### src/shared/pmw_pkg.sv
// Package for the power mode and wake-up controller
package pmw_pkg;
	localparam logic [7:0] CTRL_ZERO_ADDR = 8'h00;
	localparam logic [7:0] WAKE_EN_ADDR = 8'h01;
	localparam logic [7:0] STATUS_ADDR = 8'h02;
	localparam logic [7:0] CFG_ADDR = 8'h03;
	localparam int CLKSEL_BIT = 0;
	localparam int LOWPWR_BIT = 1;
	localparam int PWRDN_BIT = 0;
	localparam int EXPIRED_BIT = 1;
	localparam logic [7:0] CTRL_ZERO_RESET = 8'h00;
	localparam logic [7:0] WAKE_EN_RESET = 8'h00;
	localparam int CLK_HZ = 10000000;
	localparam int SHORT_WAIT_CLKS = 2;
	localparam int LONG_WAIT_CLKS = 128;
	localparam int POWERON_DELAY_MS = 50;
	localparam int POWERON_DELAY_CLKS = POWERON_DELAY_MS * (CLK_HZ / 1000);
	// Fast oscillator configuration option
	typedef enum logic [1:0] {
		PMW_OSC_RC_XTAL, PMW_OSC_RC, PMW_OSC_FAST_XTAL, PMW_OSC_EXT_RC
	} pmw_osc_t;
	// Watchdog clock source option
	typedef enum logic [1:0] {PMW_DOG_SLOW_RC, PMW_DOG_XTAL, PMW_DOG_SYS} pmw_dogsrc_t;
	typedef enum logic [2:0] {
		PMW_RUN, PMW_IDLE, PMW_SLEEP, PMW_WAIT_POR, PMW_WAIT_SST
	} pmw_mode_t;
	typedef struct packed {
		logic lowpwr;
		logic clksel;
	} pmw_ctrl_t;
	typedef struct packed {
		logic [7:0] addr;
		logic [7:0] wdata;
		logic wr;
		logic rd;
	} pmw_bus_t;
	typedef struct packed {
		logic fast_rc_run;
		logic slow_xtal_run;
		logic slow_xtal_lowpwr;
		logic slow_rc_run;
		logic sys_use_slow;
		logic sys_clk_en;
		logic watchdog_clear;
		logic watchdog_run;
	} pmw_osc_ctl_t;
	typedef struct packed {
		logic resume;
		logic vector_irq;
		logic pc_sp_reset;
		logic full_reset;
	} pmw_wake_t;
endpackage

### src/hw/pmw_ctrl.sv
// Power mode, clock select and wake-up controller
`timescale 1ns/1ns
module pmw_ctrl #(
	parameter int POWERON_CLKS = pmw_pkg::POWERON_DELAY_CLKS
) (
	input wire logic clk_i,
	input wire logic rst_i,
	input wire pmw_pkg::pmw_bus_t bus_i,
	output logic [7:0] rdata_o,
	input wire pmw_pkg::pmw_osc_t osc_cfg_i,
	input wire pmw_pkg::pmw_dogsrc_t watchdog_src_i,
	input wire logic slow_rc_enable_i,
	input wire logic halt_i,
	input wire logic watchdog_clear_instr_i,
	input wire logic [7:0] port_a_i,
	input wire logic ext_rst_n_i,
	input wire logic watchdog_overflow_i,
	input wire logic irq_req_i,
	input wire logic irq_enabled_i,
	input wire logic stack_full_i,
	output pmw_pkg::pmw_osc_ctl_t osc_o,
	output pmw_pkg::pmw_wake_t wake_o,
	output logic halted_o
);
	import pmw_pkg::*;

	localparam int CW = $clog2(POWERON_CLKS + LONG_WAIT_CLKS + 1);

	typedef struct packed {
		pmw_ctrl_t ctrl;
		logic [7:0] wake_en;
		logic powerdown_flag;
		logic to;
		pmw_mode_t mode;
		logic [CW-1:0] cnt;
		logic irq_masked;
		logic [7:0] pa_s1;
		logic [7:0] pa_s2;
		logic [7:0] pa_s3;
		logic [7:0] pa_lvl;
		logic rst_s1;
		logic rst_s2;
		logic rst_s3;
		logic rst_lvl;
		logic from_reset;
		logic vec;
		logic [7:0] rdata;
		pmw_osc_ctl_t osc;
		pmw_wake_t wake;
	} pmw_state_t;

	pmw_state_t s;
	pmw_state_t next_s;

	// True when crystal is on its pins (fast RC chosen as fast source)
	function automatic logic xtal_ok(input pmw_osc_t c);
		return c == PMW_OSC_RC_XTAL;
	endfunction

	// Startup wait for a non-reset wake depends on oscillator kind
	function automatic logic [CW-1:0] sst_len(input pmw_osc_t c);
		if (c == PMW_OSC_FAST_XTAL || c == PMW_OSC_RC_XTAL) begin
			return CW'(LONG_WAIT_CLKS);
		end
		return CW'(SHORT_WAIT_CLKS);
	endfunction

	logic [7:0] pa_fall;
	logic rst_low;
	logic halting;
	logic pa_wake;
	logic irq_wake;
	logic any_wake;

	// Agreed-sample edge detection on pins
	assign pa_fall = s.wake_en & s.pa_lvl & ~s.pa_s2 & ~s.pa_s3;
	assign rst_low = (s.rst_s2 == s.rst_s3) ? ~s.rst_s3 : ~s.rst_lvl;
	assign halting = (s.mode == PMW_IDLE) || (s.mode == PMW_SLEEP);
	assign pa_wake = halting && (|pa_fall);
	assign irq_wake = halting && irq_req_i && !s.irq_masked;
	assign any_wake = pa_wake || irq_wake || (halting && watchdog_overflow_i);

	always_comb begin
		next_s = s;
		next_s.wake = '0;
		next_s.osc.watchdog_clear = 1'b0;
		// Pin synchronisers
		next_s.pa_s1 = port_a_i;
		next_s.pa_s2 = s.pa_s1;
		next_s.pa_s3 = s.pa_s2;
		next_s.rst_s1 = ext_rst_n_i;
		next_s.rst_s2 = s.rst_s1;
		next_s.rst_s3 = s.rst_s2;
		if (s.rst_s2 == s.rst_s3) begin
			next_s.rst_lvl = s.rst_s3;
		end
		// Agreed port A level follows once two samples match
		next_s.pa_lvl = (~(s.pa_s2 ^ s.pa_s3) & s.pa_s3) | ((s.pa_s2 ^ s.pa_s3) & s.pa_lvl);
		// Register writes
		if (bus_i.wr) begin
			if (bus_i.addr == CTRL_ZERO_ADDR) begin
				next_s.ctrl.lowpwr = bus_i.wdata[LOWPWR_BIT];
				next_s.ctrl.clksel = bus_i.wdata[CLKSEL_BIT];
			end else if (bus_i.addr == WAKE_EN_ADDR) begin
				next_s.wake_en = bus_i.wdata;
			end
		end
		// Read data, one cycle later
		next_s.rdata = 8'h00;
		if (bus_i.rd) begin
			case (bus_i.addr)
				CTRL_ZERO_ADDR: next_s.rdata = {6'h00, s.ctrl.lowpwr, s.ctrl.clksel};
				WAKE_EN_ADDR: next_s.rdata = s.wake_en;
				STATUS_ADDR: next_s.rdata = {5'h00, halting, s.to, s.powerdown_flag};
				CFG_ADDR: next_s.rdata = {4'h0, 1'b0, slow_rc_enable_i, osc_cfg_i};
				default: next_s.rdata = 8'h00;
			endcase
		end
		// Watchdog clear instruction
		if (watchdog_clear_instr_i && s.mode == PMW_RUN) begin
			next_s.powerdown_flag = 1'b0;
			next_s.osc.watchdog_clear = 1'b1;
		end
		case (s.mode)
			PMW_RUN: begin
				if (halt_i) begin
					next_s.powerdown_flag = 1'b1;
					next_s.to = 1'b0;
					next_s.osc.watchdog_clear = 1'b1;
					next_s.irq_masked = irq_req_i;
					// Idle when crystal runs, Sleep otherwise
					next_s.mode = xtal_ok(osc_cfg_i) ? PMW_IDLE : PMW_SLEEP;
				end
			end
			PMW_IDLE, PMW_SLEEP: begin
				if (!irq_req_i) begin
					next_s.irq_masked = 1'b0;
				end
				if (any_wake) begin
					next_s.from_reset = 1'b0;
					next_s.vec = irq_wake && irq_enabled_i && !stack_full_i;
					if (watchdog_overflow_i) begin
						next_s.to = 1'b1;
						next_s.wake.pc_sp_reset = 1'b1;
						next_s.vec = 1'b0;
					end
					next_s.cnt = sst_len(osc_cfg_i);
					next_s.mode = PMW_WAIT_SST;
				end
			end
			PMW_WAIT_POR: begin
				if (s.cnt == '0) begin
					next_s.cnt = CW'(LONG_WAIT_CLKS);
					next_s.mode = PMW_WAIT_SST;
				end else begin
					next_s.cnt = s.cnt - 1'b1;
				end
			end
			PMW_WAIT_SST: begin
				if (s.cnt <= CW'(1)) begin
					next_s.mode = PMW_RUN;
					next_s.wake.resume = !s.from_reset;
					next_s.wake.vector_irq = s.vec && !s.from_reset;
				end else begin
					next_s.cnt = s.cnt - 1'b1;
				end
			end
			default: next_s.mode = PMW_RUN;
		endcase
		// External reset wins from any mode: full reset, power-on wait, then long wait
		if (rst_low) begin
			next_s.wake = '0;
			next_s.wake.full_reset = 1'b1;
			next_s.from_reset = 1'b1;
			next_s.vec = 1'b0;
			next_s.cnt = CW'(POWERON_CLKS - 1);
			next_s.mode = PMW_WAIT_POR;
		end
		// Oscillator steering from next mode
		next_s.osc.slow_xtal_run = xtal_ok(osc_cfg_i);
		next_s.osc.slow_xtal_lowpwr = next_s.ctrl.lowpwr && xtal_ok(osc_cfg_i);
		next_s.osc.sys_use_slow = next_s.ctrl.clksel && xtal_ok(osc_cfg_i);
		next_s.osc.sys_clk_en = !(next_s.mode == PMW_IDLE || next_s.mode == PMW_SLEEP);
		next_s.osc.fast_rc_run = next_s.osc.sys_clk_en && !next_s.osc.sys_use_slow;
		next_s.osc.slow_rc_run = slow_rc_enable_i;
		// Watchdog stops only if clocked from the stopped system clock
		next_s.osc.watchdog_run = next_s.osc.sys_clk_en || (watchdog_src_i != PMW_DOG_SYS);
	end

	// State register; crystal low-power select cleared at power-up
	always_ff @(posedge clk_i or posedge rst_i) begin
		if (rst_i) begin
			s <= '0;
			s.ctrl <= pmw_ctrl_t'(CTRL_ZERO_RESET[1:0]);
			s.wake_en <= WAKE_EN_RESET;
			s.pa_s1 <= 8'hFF;
			s.pa_s2 <= 8'hFF;
			s.pa_s3 <= 8'hFF;
			s.pa_lvl <= 8'hFF;
			s.rst_s1 <= 1'b1;
			s.rst_s2 <= 1'b1;
			s.rst_s3 <= 1'b1;
			s.rst_lvl <= 1'b1;
			s.mode <= PMW_RUN;
			s.osc.sys_clk_en <= 1'b1;
			s.osc.fast_rc_run <= 1'b1;
			s.osc.watchdog_run <= 1'b1;
		end else begin
			s <= next_s;
		end
	end

	assign rdata_o = s.rdata;
	assign osc_o = s.osc;
	assign wake_o = s.wake;
	// Idle keeps crystal peripherals alive for wake interrupts
	assign halted_o = halting;

	property p_halt_flags;
		@(posedge clk_i) disable iff (rst_i)
		(s.mode == PMW_RUN && halt_i && !rst_low) |=> (s.powerdown_flag && !s.to && halting);
	endproperty
	a_halt_flags: assert property (p_halt_flags) else $error("halt flags wrong");

	property p_idle_sel;
		@(posedge clk_i) disable iff (rst_i)
		(s.mode == PMW_RUN && halt_i && !rst_low) |=>
			(s.mode == (xtal_ok(osc_cfg_i) ? PMW_IDLE : PMW_SLEEP));
	endproperty
	a_idle_sel: assert property (p_idle_sel) else $error("wrong halt mode");

	property p_sleep_stop;
		@(posedge clk_i) disable iff (rst_i)
		halting |-> (!osc_o.sys_clk_en && !osc_o.fast_rc_run);
	endproperty
	a_sleep_stop: assert property (p_sleep_stop) else $error("clock runs while halted");

	property p_xtal_run;
		@(posedge clk_i) disable iff (rst_i)
		(halting && xtal_ok(osc_cfg_i) && $stable(osc_cfg_i)) |-> osc_o.slow_xtal_run;
	endproperty
	a_xtal_run: assert property (p_xtal_run) else $error("crystal stopped");

	// Expiry wake sets the flag and restarts counter and stack
	property p_expire_wake;
		@(posedge clk_i) disable iff (rst_i)
		(halting && watchdog_overflow_i && !rst_low) |=> (s.to && wake_o.pc_sp_reset);
	endproperty
	a_expire_wake: assert property (p_expire_wake) else $error("expiry wake wrong");

	// RC setups resume two clocks after the wake edge
	property p_short_wait;
		@(posedge clk_i) disable iff (rst_i)
		(any_wake && !rst_low && (osc_cfg_i == PMW_OSC_RC || osc_cfg_i == PMW_OSC_EXT_RC))
			|=> !wake_o.resume ##1 !wake_o.resume ##1 wake_o.resume;
	endproperty
	a_short_wait: assert property (p_short_wait) else $error("short wait wrong");

	// Clear instruction drops the powerdown flag
	property p_clr_pdf;
		@(posedge clk_i) disable iff (rst_i)
		(s.mode == PMW_RUN && watchdog_clear_instr_i && !halt_i) |=> !s.powerdown_flag;
	endproperty
	a_clr_pdf: assert property (p_clr_pdf) else $error("powerdown flag not cleared");

	property p_clksel;
		@(posedge clk_i) disable iff (rst_i)
		(!xtal_ok(osc_cfg_i) && $stable(osc_cfg_i)) |-> !osc_o.sys_use_slow;
	endproperty
	a_clksel: assert property (p_clksel) else $error("slow clock without crystal");

	// Written low-power bit reaches the crystal
	property p_lowpwr_wr;
		@(posedge clk_i) disable iff (rst_i)
		(bus_i.wr && bus_i.addr == CTRL_ZERO_ADDR && xtal_ok(osc_cfg_i))
			|=> (osc_o.slow_xtal_lowpwr == $past(bus_i.wdata[LOWPWR_BIT]));
	endproperty
	a_lowpwr_wr: assert property (p_lowpwr_wr) else $error("low-power bit not applied");

	// Written clock select reaches the system clock mux
	property p_clksel_wr;
		@(posedge clk_i) disable iff (rst_i)
		(bus_i.wr && bus_i.addr == CTRL_ZERO_ADDR && xtal_ok(osc_cfg_i))
			|=> (osc_o.sys_use_slow == $past(bus_i.wdata[CLKSEL_BIT]));
	endproperty
	a_clksel_wr: assert property (p_clksel_wr) else $error("clock select not applied");

	// Slow mode stops the fast RC
	property p_fast_stop;
		@(posedge clk_i) disable iff (rst_i)
		osc_o.sys_use_slow |-> !osc_o.fast_rc_run;
	endproperty
	a_fast_stop: assert property (p_fast_stop) else $error("fast rc runs in slow mode");

	// Crystal pins taken by another fast source
	property p_xtal_off;
		@(posedge clk_i) disable iff (rst_i)
		(!xtal_ok(osc_cfg_i) && $stable(osc_cfg_i)) |-> !osc_o.slow_xtal_run;
	endproperty
	a_xtal_off: assert property (p_xtal_off) else $error("crystal runs without pins");

	// Watchdog on the system clock stops while halted
	property p_dog_stop;
		@(posedge clk_i) disable iff (rst_i)
		(halting && watchdog_src_i == PMW_DOG_SYS && $stable(watchdog_src_i))
			|-> !osc_o.watchdog_run;
	endproperty
	a_dog_stop: assert property (p_dog_stop) else $error("watchdog runs on stopped clock");

	// Watchdog on its own clock keeps counting while halted
	property p_dog_keep;
		@(posedge clk_i) disable iff (rst_i)
		(halting && watchdog_src_i != PMW_DOG_SYS && $stable(watchdog_src_i))
			|-> osc_o.watchdog_run;
	endproperty
	a_dog_keep: assert property (p_dog_keep) else $error("watchdog stopped while halted");

	// Halt clears the watchdog
	property p_halt_clear;
		@(posedge clk_i) disable iff (rst_i)
		(s.mode == PMW_RUN && halt_i && !rst_low) |=> osc_o.watchdog_clear;
	endproperty
	a_halt_clear: assert property (p_halt_clear) else $error("halt left watchdog");

	// Slow RC follows its configuration enable
	property p_slow_rc;
		@(posedge clk_i) disable iff (rst_i)
		(!$past(rst_i) && $stable(slow_rc_enable_i)) |-> (osc_o.slow_rc_run == slow_rc_enable_i);
	endproperty
	a_slow_rc: assert property (p_slow_rc) else $error("slow rc wrong");

	// Enabled pin fall starts the wake wait
	property p_pa_go;
		@(posedge clk_i) disable iff (rst_i)
		(pa_wake && !rst_low) |=> (s.mode == PMW_WAIT_SST);
	endproperty
	a_pa_go: assert property (p_pa_go) else $error("pin wake ignored");

	// Resume returns to run mode
	property p_resume_run;
		@(posedge clk_i) disable iff (rst_i)
		wake_o.resume |-> (s.mode == PMW_RUN && !halting);
	endproperty
	a_resume_run: assert property (p_resume_run) else $error("resume outside run");

	// Vector only together with resume
	property p_vec_resume;
		@(posedge clk_i) disable iff (rst_i)
		wake_o.vector_irq |-> wake_o.resume;
	endproperty
	a_vec_resume: assert property (p_vec_resume) else $error("vector without resume");

	// Enabled interrupt with stack room is vectored
	property p_irq_vec;
		@(posedge clk_i) disable iff (rst_i)
		(irq_wake && irq_enabled_i && !stack_full_i && !watchdog_overflow_i && !rst_low)
			|=> s.vec;
	endproperty
	a_irq_vec: assert property (p_irq_vec) else $error("interrupt vector lost");

	// Request pending at halt does not wake
	property p_irq_hold;
		@(posedge clk_i) disable iff (rst_i)
		(halting && s.irq_masked && !pa_wake && !watchdog_overflow_i && !rst_low) |=> halting;
	endproperty
	a_irq_hold: assert property (p_irq_hold) else $error("pending request woke");

	// Reset pin forces full reset and power-on wait
	property p_ext_reset;
		@(posedge clk_i) disable iff (rst_i)
		rst_low |=> (wake_o.full_reset && s.mode == PMW_WAIT_POR && s.from_reset);
	endproperty
	a_ext_reset: assert property (p_ext_reset) else $error("reset pin ignored");

	// Reset wake ends with no resume pulse
	property p_reset_quiet;
		@(posedge clk_i) disable iff (rst_i)
		(s.from_reset && s.mode == PMW_WAIT_SST && s.cnt <= CW'(1)) |=> !wake_o.resume;
	endproperty
	a_reset_quiet: assert property (p_reset_quiet) else $error("resume after reset");

	// Crystal setups load the long wait
	property p_long_wait;
		@(posedge clk_i) disable iff (rst_i)
		(any_wake && !rst_low && (osc_cfg_i == PMW_OSC_FAST_XTAL || osc_cfg_i == PMW_OSC_RC_XTAL))
			|=> (s.cnt == CW'(LONG_WAIT_CLKS));
	endproperty
	a_long_wait: assert property (p_long_wait) else $error("long wait not loaded");

	// Registers hold while halted
	property p_regs_keep;
		@(posedge clk_i) disable iff (rst_i)
		(halting && !bus_i.wr) |=> ($stable(s.ctrl) && $stable(s.wake_en));
	endproperty
	a_regs_keep: assert property (p_regs_keep) else $error("register changed while halted");
endmodule

### config.mk
export PLATFORM = sky130hd
export DESIGN_NAME = pmw_ctrl
export DESIGN_NICKNAME = d
export VERILOG_FILES = /design/src/shared/pmw_pkg.sv /design/src/hw/pmw_ctrl.sv
export SDC_FILE = /design/constraint.sdc
export NUM_CORES = 1
export LEC_CHECK = 0
export ABC_AREA = 0
export BUFFER_PORTS_ARGS = -buffer_cell sky130_fd_sc_hd__buf_4
export CORE_MARGIN = 8
export CORE_UTILIZATION = 57
export CTS_CLUSTER_DIAMETER = 120
export CTS_CLUSTER_SIZE = 28
export DETAILED_ROUTE_END_ITERATION = 10
export GPL_ROUTABILITY_DRIVEN = 0
export GPL_TIMING_DRIVEN = 0
export PLACE_DENSITY_LB_ADDON = 0.1
export SKIP_CTS_REPAIR_TIMING = 1
export SYNTH_ARGS = -nofsm -noshare
export SYNTH_HDL_FRONTEND = slang
export SYNTH_SLANG_ARGS = --single-unit
### constraint.sdc
create_clock -name clk_i -period 3.6 [get_ports clk_i]
set_clock_uncertainty 0.05 [all_clocks]
set_input_delay 0.36 -clock clk_i [delete_from_list [all_inputs] [get_ports clk_i]]
set_output_delay 0.36 -clock clk_i [all_outputs]
set_load 0.005 [all_outputs]
==> results.sh, run 1 <==
export IMPL_initial_utilization=0.573
export IMPL_synth_area_per_cell_sq_um=11.7
export IMPL_setup_violations_final=0
export IMPL_synth_top_flop_cell="dfrtp_1"
export IMPL_hold_viol_final=0
export IMPL_cp_max_fo=6
export IMPL_die_w_um=103
export IMPL_io_buffer_count=60
export IMPL_finalCriticalPeriod_ns=2.49
export IMPL_arrival_ns=2.67
export IMPL_antenna_cells=0
export IMPL_rsz0062_at_grt="no"
export IMPL_synthTopCellsByCount="54 x dfrtp_1, 39 x dfstp_2, 25 x nor2_1, 21 x nand2_1, 20 x buf_4"
export IMPL_drtIter0Drc=206
export IMPL_worst_ep_required_time_ns=3.78
export IMPL_cp_start_kind="flip-flop"
export IMPL_synthToLayoutAreaGrowth_pct=18.7
export IMPL_endpoint_kind="flip-flop"
export IMPL_grt_pass1_vias=3092
export IMPL_timing_fmax_mhz=402
export IMPL_path_class="reg -> reg"
export IMPL_nets=486
export IMPL_drc=0
export IMPL_synthDistinctLibCells=77
export IMPL_async_flop_share=1.00
export IMPL_drv_slew=0
export IMPL_coreArea_sq_um=7570
export IMPL_clockRootBuffer="clkbuf_8"
export IMPL_cts_buffer_depth=2
export IMPL_cts_max_level=3
export IMPL_ioPinCount=61
export IMPL_via_per_inst=5.74
export IMPL_worst_hold_slack_ns=0.0414
export IMPL_grt_use_total=0.186
export IMPL_cts_buffers=9
export IMPL_grt_max_degree=58
export IMPL_status="completed"
export IMPL_min_path_type="in -> reg"
export IMPL_synth_top_area_share=0.312
export IMPL_synth_seq_area_share=0.548
export IMPL_synth_most_common_cell="dfrtp_1"
export IMPL_grt_ovfl_total=0
export IMPL_max_slew_margin=0.562
export IMPL_worstMarginPinSlew_ns=0.652
export IMPL_synth_area_leaders="dfrtp_1 31%, dfstp_2 24%, buf_4 3.5%, mux2_2 2.6%, nor2_1 2.2%"
export IMPL_p_leak_nw=2.22
export IMPL_num_fill_cells=574
export IMPL_die_h_um=103
export IMPL_fin_crit_sh=0.692
export IMPL_pre_cts_ws_ns=1.14
export IMPL_routed_wl_mm=9.32
export IMPL_drv_cap=0
export IMPL_power_density_nw_per_um2=380
export IMPL_antenna_found_initial=0
export IMPL_wl_per_cell_um=17.0
export IMPL_finalSetupTns_ns=0
export IMPL_total_power_mw=1.95
export IMPL_drt_pass1_iter_count=4
export IMPL_synth_area_sq_um=4340
export IMPL_fin_util=0.680
export IMPL_hpwl_mm=6.78
export IMPL_yosysTopAreaCell="dfrtp_1"
export IMPL_grt_pass1_wl_mm=15.1
export IMPL_ys_ff_latch=93
export IMPL_syn_inst=370
export IMPL_drive_gt1_frac=0.400
export IMPL_clock_latency_ns=0.36
export IMPL_yosys_warnings=0
export IMPL_cts_sinks=93
export IMPL_mappedNetlistNets=413
export IMPL_clk_pin_slew_ns=0.10
export IMPL_postRouteAntennaNets=0
export IMPL_vias=3157
export IMPL_synth_edf_count=0
export IMPL_die_area_sq_um=10700
export IMPL_tritoncts="done"
export IMPL_std_cell_rows=32
export IMPL_setup_ws_ns=1.11
export IMPL_irDropWorstVdd_uv=298
==> metal layers <==
metal,up-vias,share of wire,GRT usage
li1,1504,-,-
met1,1549,0.43,0.236
met2,89,0.48,0.300
met3,15,0.076,0.0428
met4,0,0.014,0.0801
met5,-,0,0
==> logic make-up (layout without fill, tap and decap cells) <==
group / Yosys count / count (layout) / synth area share
adder cells (fa/ha/maj): 9 / 9 / 0.0225
multiplexers: 13 / 13 / 0.0389
buffers and inverters: 50 / 128 / 0.0655
AO/OA/AOI/OAI: 79 / 79 / 0.149
AND/OR/NAND/NOR: 125 / 125 / 0.175
XOR/XNOR: 1 / 1 / 0.00202
flip-flops: 93 / 93 / 0.548
==> cell type report <==
| class | instances | area [sq um] | area share |
|---|---|---|---|
| Buffer | 32 | 216 | 0.0421 |
| Clock buffer | 9 | 124 | 0.0241 |
| Clock inverter | 7 | 67.6 | 0.0131 |
| Inverter | 18 | 70.1 | 0.0136 |
| Multi-Input combinational cell | 227 | 1680 | 0.326 |
| Sequential cell | 93 | 2380 | 0.462 |
| Tap cell | 102 | 128 | 0.0248 |
| Timing Repair Buffer | 62 | 488 | 0.0948 |
==> worst paths after layout <==
| check | depth (start not counted) | startpoint | end | slack (ns) |
|---|---|---|---|---|
| min in group asynchronous | 3 | rst_i | s[88]$_DFFE_PP0P_ | 0.52 |
| worst min-delay path | 1 | ext_rst_n_i | next_s[24]$_DFF_PP1_ | 0.04 |
| worst max-delay path | 5 | next_s[39]$_DFF_PP1_ | s[64]$_DFFE_PP0P_ | 1.11 |
| max in group asynchronous | 4 | rst_i | osc_o[7]$_DFF_PP1_ | 2.30 |
| worst max register to register | 5 | next_s[39]$_DFF_PP1_ | s[64]$_DFFE_PP0P_ | 1.11 |
| worst min register to register | 0 | next_s[42]$_DFF_PP1_ | next_s[34]$_DFF_PP1_ | 0.31 |
==> power breakdown <==
group          switching (mW)  total (mW)  internal (mW)
registers              0.0264        1.13           1.10
clock network           0.388       0.656          0.268
logic                  0.0907       0.167         0.0767
==> layout by cell type, fill, tap and decap left out, types with 5 or more instances in the layout <==
master    instances
nand2_1          21
o22ai_1           8
buf_2             5
nor4_1            8
a21oi_1          13
maj3_1            6
o21ai_0           5
buf_4            80
dfrtp_1          54
dfstp_2          39
mux2_2           10
and3_1            5
inv_1            17
a211o_1           5
nor3_1           16
clkbuf_8          9
nand3_1          11
nor2_1           25
==> flip-flops by register name, summed over array words and instances (netlist names), named ones only <==
register	flops
next_s	18
osc_o	8
rdata_o	8
s	47
wake_o	4
==> per-stage QoR <==
stage	std cells	instance area, sq um
3_5_place_dp	533	4940
2_1_floorplan	370	4340
6_report	550	5150
3_3_place_gp	532	4910
4_1_cts	549	5140
5_1_grt	550	5150
==> worst max-delay path: stages (launching register included) <==
cell	delay, ns
dfstp_2	0.56
and4bb_1	0.24
a311oi_4	0.45
a41oi_2	0.28
nor3_1	0.57
o211ai_1	0.20
(Power assumes the default switching activity.)
==> run 2, diff against run 1 <==
--- a/config.mk
+++ b/config.mk
@@ -5,7 +5,7 @@
 export SDC_FILE = /design/constraint.sdc
 export NUM_CORES = 1
 export LEC_CHECK = 0
-export ABC_AREA = 0
+export ABC_AREA = 1
 export BUFFER_PORTS_ARGS = -buffer_cell sky130_fd_sc_hd__buf_4
 export CORE_MARGIN = 8
 export CORE_UTILIZATION = 57
==> constraint.sdc (replaced) <==
create_clock -name clk_i -period 2.45 [get_ports clk_i]
set_clock_uncertainty 0.05 [all_clocks]
set_input_delay 0.245 -clock clk_i [delete_from_list [all_inputs] [get_ports clk_i]]
set_output_delay 0.245 -clock clk_i [all_outputs]
set_load 0.005 [all_outputs]
==> run 2 against run 1 <==
Design area up 4.7%. Register-to-register slack got worse by 0.87 ns. Critical path depth is 6 higher. Routed wire length is 2.6% higher. Synthesized cell count grew 40%. Via count increased by 16%. Clock power grew 54%. First-iteration DRC count shrank 20%. Final cell count rose by 29%. Flip-flop and latch count unchanged. Non-clock buffer count is 5 higher. Critical endpoint is now s[73]$_DFFE_PP0P_. Largest cell class unchanged. Largest power group unchanged.
==> results.sh, run 2 <==
export IMPL_grt_busiest_layer="met2"
export IMPL_cts_sinks=93
export IMPL_io_buffer_count=60
export IMPL_antenna_found_initial=0
export IMPL_largest_reg_flops=47
export IMPL_p_leak_nw=2.56
export IMPL_synth_most_common_cell="nand2_1"
export IMPL_drt_pass1_iter_count=5
export IMPL_drc=0
export IMPL_ioPinCount=61
export IMPL_vias=3657
export IMPL_synth_area_sq_um=4460
export IMPL_drv_cap=0
export IMPL_std_cell_rows=32
export IMPL_use_met3=0.0428
export IMPL_syn_inst=519
export IMPL_endpoint_kind="flip-flop"
export IMPL_cts_buffer_depth=2
export IMPL_synthDistinctLibCells=39
export IMPL_drive_gt1_frac=0.270
export IMPL_async_flop_share=1.00
export IMPL_grt_max_degree=35
export IMPL_clock_latency_ns=0.37
export IMPL_fin_util=0.705
export IMPL_placed_cells=683
export IMPL_coreArea_sq_um=7650
export IMPL_hold_viol_final=0
export IMPL_synth_top_family_by_area="simple AND/OR/NAND/NOR gates"
export IMPL_cp_max_fo=7
export IMPL_max_slew_margin=0.604
export IMPL_initial_utilization=0.583
export IMPL_hpwl_mm=7.19
export IMPL_rsz0062_at_grt="no"
export IMPL_clk_pin_slew_ns=0.09
export IMPL_antenna_cells=0
export IMPL_layout_common_cells="133 x nand2_1, 80 x buf_4, 74 x nor2_1"
export IMPL_synthAdderAreaFrac=0.0242
export IMPL_path_class="reg -> reg"
export IMPL_via_per_inst=5.15
export IMPL_met2_usage=0.280
export IMPL_drv_slew=0
export IMPL_synthToLayoutAreaGrowth_pct=21.0
export IMPL_regMostFlops="s"
export IMPL_synthMuxAreaShare=0.0177
export IMPL_clockRootBuffer="clkbuf_8"
export IMPL_wl_per_cell_um=13.5
export IMPL_finalCriticalPeriod_ns=2.21
export IMPL_timing_fmax_mhz=453
export IMPL_grt_pass1_wl_mm=16.0
export IMPL_synth_compound_area_frac=0.0525
export IMPL_power_density_nw_per_um2=539
export IMPL_mappedNetlistNets=562
export IMPL_cts_buffers=9
export IMPL_status="completed"
export IMPL_synth_top_area_share=0.303
export IMPL_final_cells=710
export IMPL_tritoncts="done"
export IMPL_synthXorXnorAreaFrac=0.0197
export IMPL_grt_ovfl_total=0
export IMPL_setup_ws_ns=0.244
export IMPL_total_power_mw=2.90
export IMPL_synth_area_per_cell_sq_um=8.58
export IMPL_arrival_ns=2.45
export IMPL_grt_use_met1=0.233
export IMPL_ys_ff_latch=93
export IMPL_yosysTopAreaCell="dfrtp_1"
export IMPL_die_area_sq_um=10900
export IMPL_die_h_um=104
export IMPL_worst_ep_required_time_ns=2.69
export IMPL_die_w_um=104
export IMPL_nets=646
export IMPL_routed_wl_mm=9.57
export IMPL_synthSimpleGateAreaFrac=0.257
export IMPL_grt_use_total=0.180
export IMPL_worstMarginPinSlew_ns=0.593
export IMPL_fin_crit_sh=0.901
export IMPL_grt_pass1_vias=3470
export IMPL_min_path_type="in -> reg"
export IMPL_synth_area_leaders="dfrtp_1 30%, dfstp_2 23%, nand2_1 11%, nor2_1 6.2%, inv_1 5.0%"
export IMPL_yosys_warnings=0
export IMPL_setup_violations_final=0
export IMPL_cp_start_kind="flip-flop"
export IMPL_pre_cts_ws_ns=0.321
export IMPL_postRouteAntennaNets=0
export IMPL_final_common_cell="nand2_1"
export IMPL_synthTopCellsByCount="133 x nand2_1, 74 x nor2_1, 59 x inv_1, 54 x dfrtp_1, 39 x dfstp_2"
export IMPL_irDropWorstVdd_uv=440
export IMPL_synth_top_flop_cell="dfrtp_1"
export IMPL_drtIter0Drc=164
export IMPL_finalSetupTns_ns=0
export IMPL_synth_seq_area_share=0.533
export IMPL_cts_max_level=3
export IMPL_synth_edf_count=0
run 2: worst paths after layout:
check,from,end,slack (ns),cells after the start
worst min-delay path,osc_cfg_i[1],osc_o[6]$_DFF_PP0_,0.008,2
worst min register to register,next_s[49]$_DFF_PP1_,next_s[41]$_DFF_PP1_,0.31,0
worst max-delay path,s[59]$_DFFE_PP0P_,s[73]$_DFFE_PP0P_,0.24,11
max in group asynchronous,rst_i,next_s[39]$_DFF_PP1_,1.04,5
min in group asynchronous,rst_i,s[87]$_DFFE_PP0P_,0.45,3
worst max register to register,s[59]$_DFFE_PP0P_,s[73]$_DFFE_PP0P_,0.24,11
run 2: cell type report:
cell class,instances,area [sq um]
Clock inverter,6,65.1
Fill cell,598,2260
Sequential cell,93,2380
Buffer,26,196
Clock buffer,10,138
Inverter,61,233
Tap cell,102,128
Timing Repair Buffer,73,601
Multi-Input combinational cell,339,1650
run 2: cell families (layout without fill, tap and decap cells):
| group | Yosys count | after routing |
|---|---|---|
| AO/OA/AOI/OAI | 41 | 41 |
| XOR/XNOR | 10 | 10 |
| adder cells (fa/ha/maj) | 10 | 10 |
| buffers and inverters | 87 | 176 |
| flip-flops | 93 | 93 |
| multiplexers | 7 | 7 |
| AND/OR/NAND/NOR | 271 | 271 |
run 2: per-stage QoR:
step,area [sq um],hold slack [ns]
5_1_grt,5390,0.00406
3_3_place_gp,5040,0.296
2_1_floorplan,4460,0.199
6_report,5390,0.00822
3_5_place_dp,5080,0.297
4_1_cts,5280,-0.103
run 2: critical path: stages (launching register included):
cell and delay, ns:
dfrtp_1 0.43, inv_1 0.18, ha_1 0.17, clkbuf_1 0.32, inv_1 0.07, nor2_1 0.32
nand2_1 0.10, nand2_1 0.09, nand3_1 0.07, o21ai_0 0.16, nand2_1 0.07, o21ai_1 0.11
run 2: routing by layer:
| layer | wire, um | vias to the layer above |
|---|---|---|
| li1 | - | 1795 |
| met1 | 4380 | 1721 |
| met2 | 4430 | 129 |
| met3 | 625 | 12 |
| met4 | 137 | 0 |
| met5 | 0 | - |
run 2: where the power goes:
group	internal (mW)	total [mW]	switching, mW
Sequential	1.62	1.66	0.0364
Combinational	0.110	0.232	0.122
Clock	0.426	1.01	0.586
==> run 3, diff against run 2 <==
--- a/config.mk
+++ b/config.mk
@@ -5,10 +5,10 @@
 export SDC_FILE = /design/constraint.sdc
 export NUM_CORES = 1
 export LEC_CHECK = 0
-export ABC_AREA = 1
 export BUFFER_PORTS_ARGS = -buffer_cell sky130_fd_sc_hd__buf_4
 export CORE_MARGIN = 8
-export CORE_UTILIZATION = 57
+export CORE_UTILIZATION = 59
+export CTS_BUF_LIST = sky130_fd_sc_hd__clkbuf_8
 export CTS_CLUSTER_DIAMETER = 120
 export CTS_CLUSTER_SIZE = 28
 export DETAILED_ROUTE_END_ITERATION = 10
@@ -16,6 +16,7 @@
 export GPL_TIMING_DRIVEN = 0
 export PLACE_DENSITY_LB_ADDON = 0.1
 export SKIP_CTS_REPAIR_TIMING = 1
+export SLEW_MARGIN = 20
 export SYNTH_ARGS = -nofsm -noshare
 export SYNTH_HDL_FRONTEND = slang
 export SYNTH_SLANG_ARGS = --single-unit
==> run 3 against run 2 <==
Register-to-register slack lost 0.18 ns. Critical path depth is 6 lower. Die area decreased by 5.1%. Critical path type unchanged. Routed wire length increased by 1.4%. Core utilization up 3.6 points.
==> results.sh, run 3 (synthesized netlist as in run 1, its figures left out) <==
export IMPL_status="completed"
export IMPL_via_per_inst=5.84
export IMPL_vias=3262
export IMPL_timing_reg2reg_worst_path_depth=5
export IMPL_cp_num_cells=5
export IMPL_path_class="reg -> reg"
export IMPL_grt_use_met1=0.251
export IMPL_setup_ws_ns=0.0600
export IMPL_use_met3=0.0495
export IMPL_pre_cts_ws_ns=-0.0324
export IMPL_cts_sinks=93
export IMPL_initial_utilization=0.604
export IMPL_worst_ep_required_time_ns=2.64
export IMPL_met2_usage=0.306
export IMPL_grt_pass1_wl_mm=15.8
export IMPL_layout_common_cells="80 x buf_4, 54 x dfrtp_1, 39 x dfstp_2"
export IMPL_critPathLaunch="next_s[39]$_DFF_PP1_"
export IMPL_irDropWorstVdd_uv=434
export IMPL_place_area_sq_um=4950
export IMPL_min_path_type="in -> reg"
export IMPL_ioPinCount=61
export IMPL_drt_pass1_iter_count=5
export IMPL_clk_pin_slew_ns=0.09
export IMPL_final_common_cell="buf_4"
export IMPL_largest_reg_flops=47
export IMPL_cp_max_fo=8
export IMPL_postRouteAntennaNets=0
export IMPL_arrival_ns=2.58
export IMPL_hold_viol_final=0
export IMPL_coreArea_sq_um=7180
export IMPL_stdcell_area_sq_um=5320
export IMPL_max_slew_margin=0.607
export IMPL_r2r_slack_ns=0.06
export IMPL_tritoncts="done"
export IMPL_cts_buffer_depth=2
export IMPL_p_leak_nw=2.28
export IMPL_drc=0
export IMPL_nets=498
export IMPL_worst_path_buf_inv=0
export IMPL_r2r_start="next_s[39]$_DFF_PP1_"
export IMPL_fin_crit_sh=0.976
export IMPL_cts_max_level=3
export IMPL_critical_path_top_delay_family="compound AO/OA/AOI/OAI gates"
export IMPL_worst_hold_slack_ns=0.0412
export IMPL_endpoint_kind="flip-flop"
export IMPL_grt_use_total=0.193
export IMPL_endpoint="s[60]$_DFFE_PP0P_"
export IMPL_cp_start_kind="flip-flop"
export IMPL_std_cell_rows=31
export IMPL_setup_violations_final=0
export IMPL_grt_pass1_vias=3187
export IMPL_drv_slew=0
export IMPL_die_w_um=102
export IMPL_power_density_nw_per_um2=567
export IMPL_antenna_found_initial=0
export IMPL_die_area_sq_um=10400
export IMPL_worstMarginPinSlew_ns=0.588
export IMPL_antenna_cells=0
export IMPL_fin_util=0.741
export IMPL_regMostFlops="s"
export IMPL_grt_max_degree=38
export IMPL_finalCriticalPeriod_ns=2.39
export IMPL_cp_cell_sequence="and4bb_1 > a311oi_4 > a41o_2 > nand3_2 > mux2_1"
export IMPL_wl_per_cell_um=17.4
export IMPL_die_h_um=102
export IMPL_clock_latency_ns=0.36
export IMPL_routed_wl_mm=9.70
export IMPL_total_power_mw=3.01
export IMPL_cp_slowest_cell="dfstp_2"
export IMPL_hpwl_mm=6.80
export IMPL_drive_gt1_frac=0.402
export IMPL_drv_cap=0
export IMPL_drtIter0Drc=231
export IMPL_grt_ovfl_total=0
export IMPL_timing_fmax_mhz=418
export IMPL_clockRootBuffer="clkbuf_8"
export IMPL_synthToLayoutAreaGrowth_pct=22.6
export IMPL_rsz0062_at_grt="yes"
export IMPL_timing_rr_end="s[60]$_DFFE_PP0P_"
export IMPL_cts_buffers=9
export IMPL_io_buffer_count=60
export IMPL_grt_busiest_layer="met2"
export IMPL_cpPeakStageDelay_ns=0.55
-- run 3: cell types whose count changed in the layout (fill, tap and decap cells not counted), sizes merged, moves of 6 or more --
| cell | change |
|---|---|
| inv | -41 |
| nand3 | -29 |
| nor4 | +10 |
| and3 | +6 |
| nand2 | -116 |
| and4bb | +6 |
| o22ai | +9 |
| o21ai | -18 |
| nor3 | +14 |
| nor2 | -52 |
-- run 3: routing by layer --
| layer | vias to the layer above | routed length [um] |
|---|---|---|
| met1 | 1582 | 4240 |
| met3 | 18 | 697 |
| li1 | 1533 | - |
| met4 | 0 | 136 |
| met2 | 129 | 4630 |
| met5 | - | 0 |
-- run 3: worst min-delay path by stage --
stage                         startpoint                   end  cells after the start
floorplan                    ext_rst_n_i  next_s[24]$_DFF_PP1_                      0
global placement    next_s[44]$_DFF_PP1_  next_s[36]$_DFF_PP1_                      0
detailed placement                 rst_i   wake_o[1]$_DFF_PP0_                      2
CTS                                rst_i   wake_o[1]$_DFF_PP0_                      2
global route           watchdog_src_i[0]    osc_o[0]$_DFF_PP1_                      2
finish                 watchdog_src_i[0]    osc_o[0]$_DFF_PP1_                      2
-- run 3: area by class of cell --
class                   count  area [sq um]
plain buffers              32           218
clock buffers              10           138
clock inverters             6          75.1
fillers                   482          1860
inverters                  18          71.3
multi-input cells         227          1710
flip-flops and latches     93          2380
well taps                  99           124
repair buffers             74           611
-- run 3: stage by stage --
step	TNS, ns	cells
global placement	-0.0106	529
detailed placement	-0.0324	531
floorplan	0	370
global route	-0.0353	559
finish	0	559
CTS	-0.0456	547
-- run 3: power breakdown --
group | leakage [nW] | switching, mW | internal, mW
logic | 1.09 | 0.139 | 0.127
clock network | 0.106 | 0.568 | 0.518
registers | 1.08 | 0.0403 | 1.62
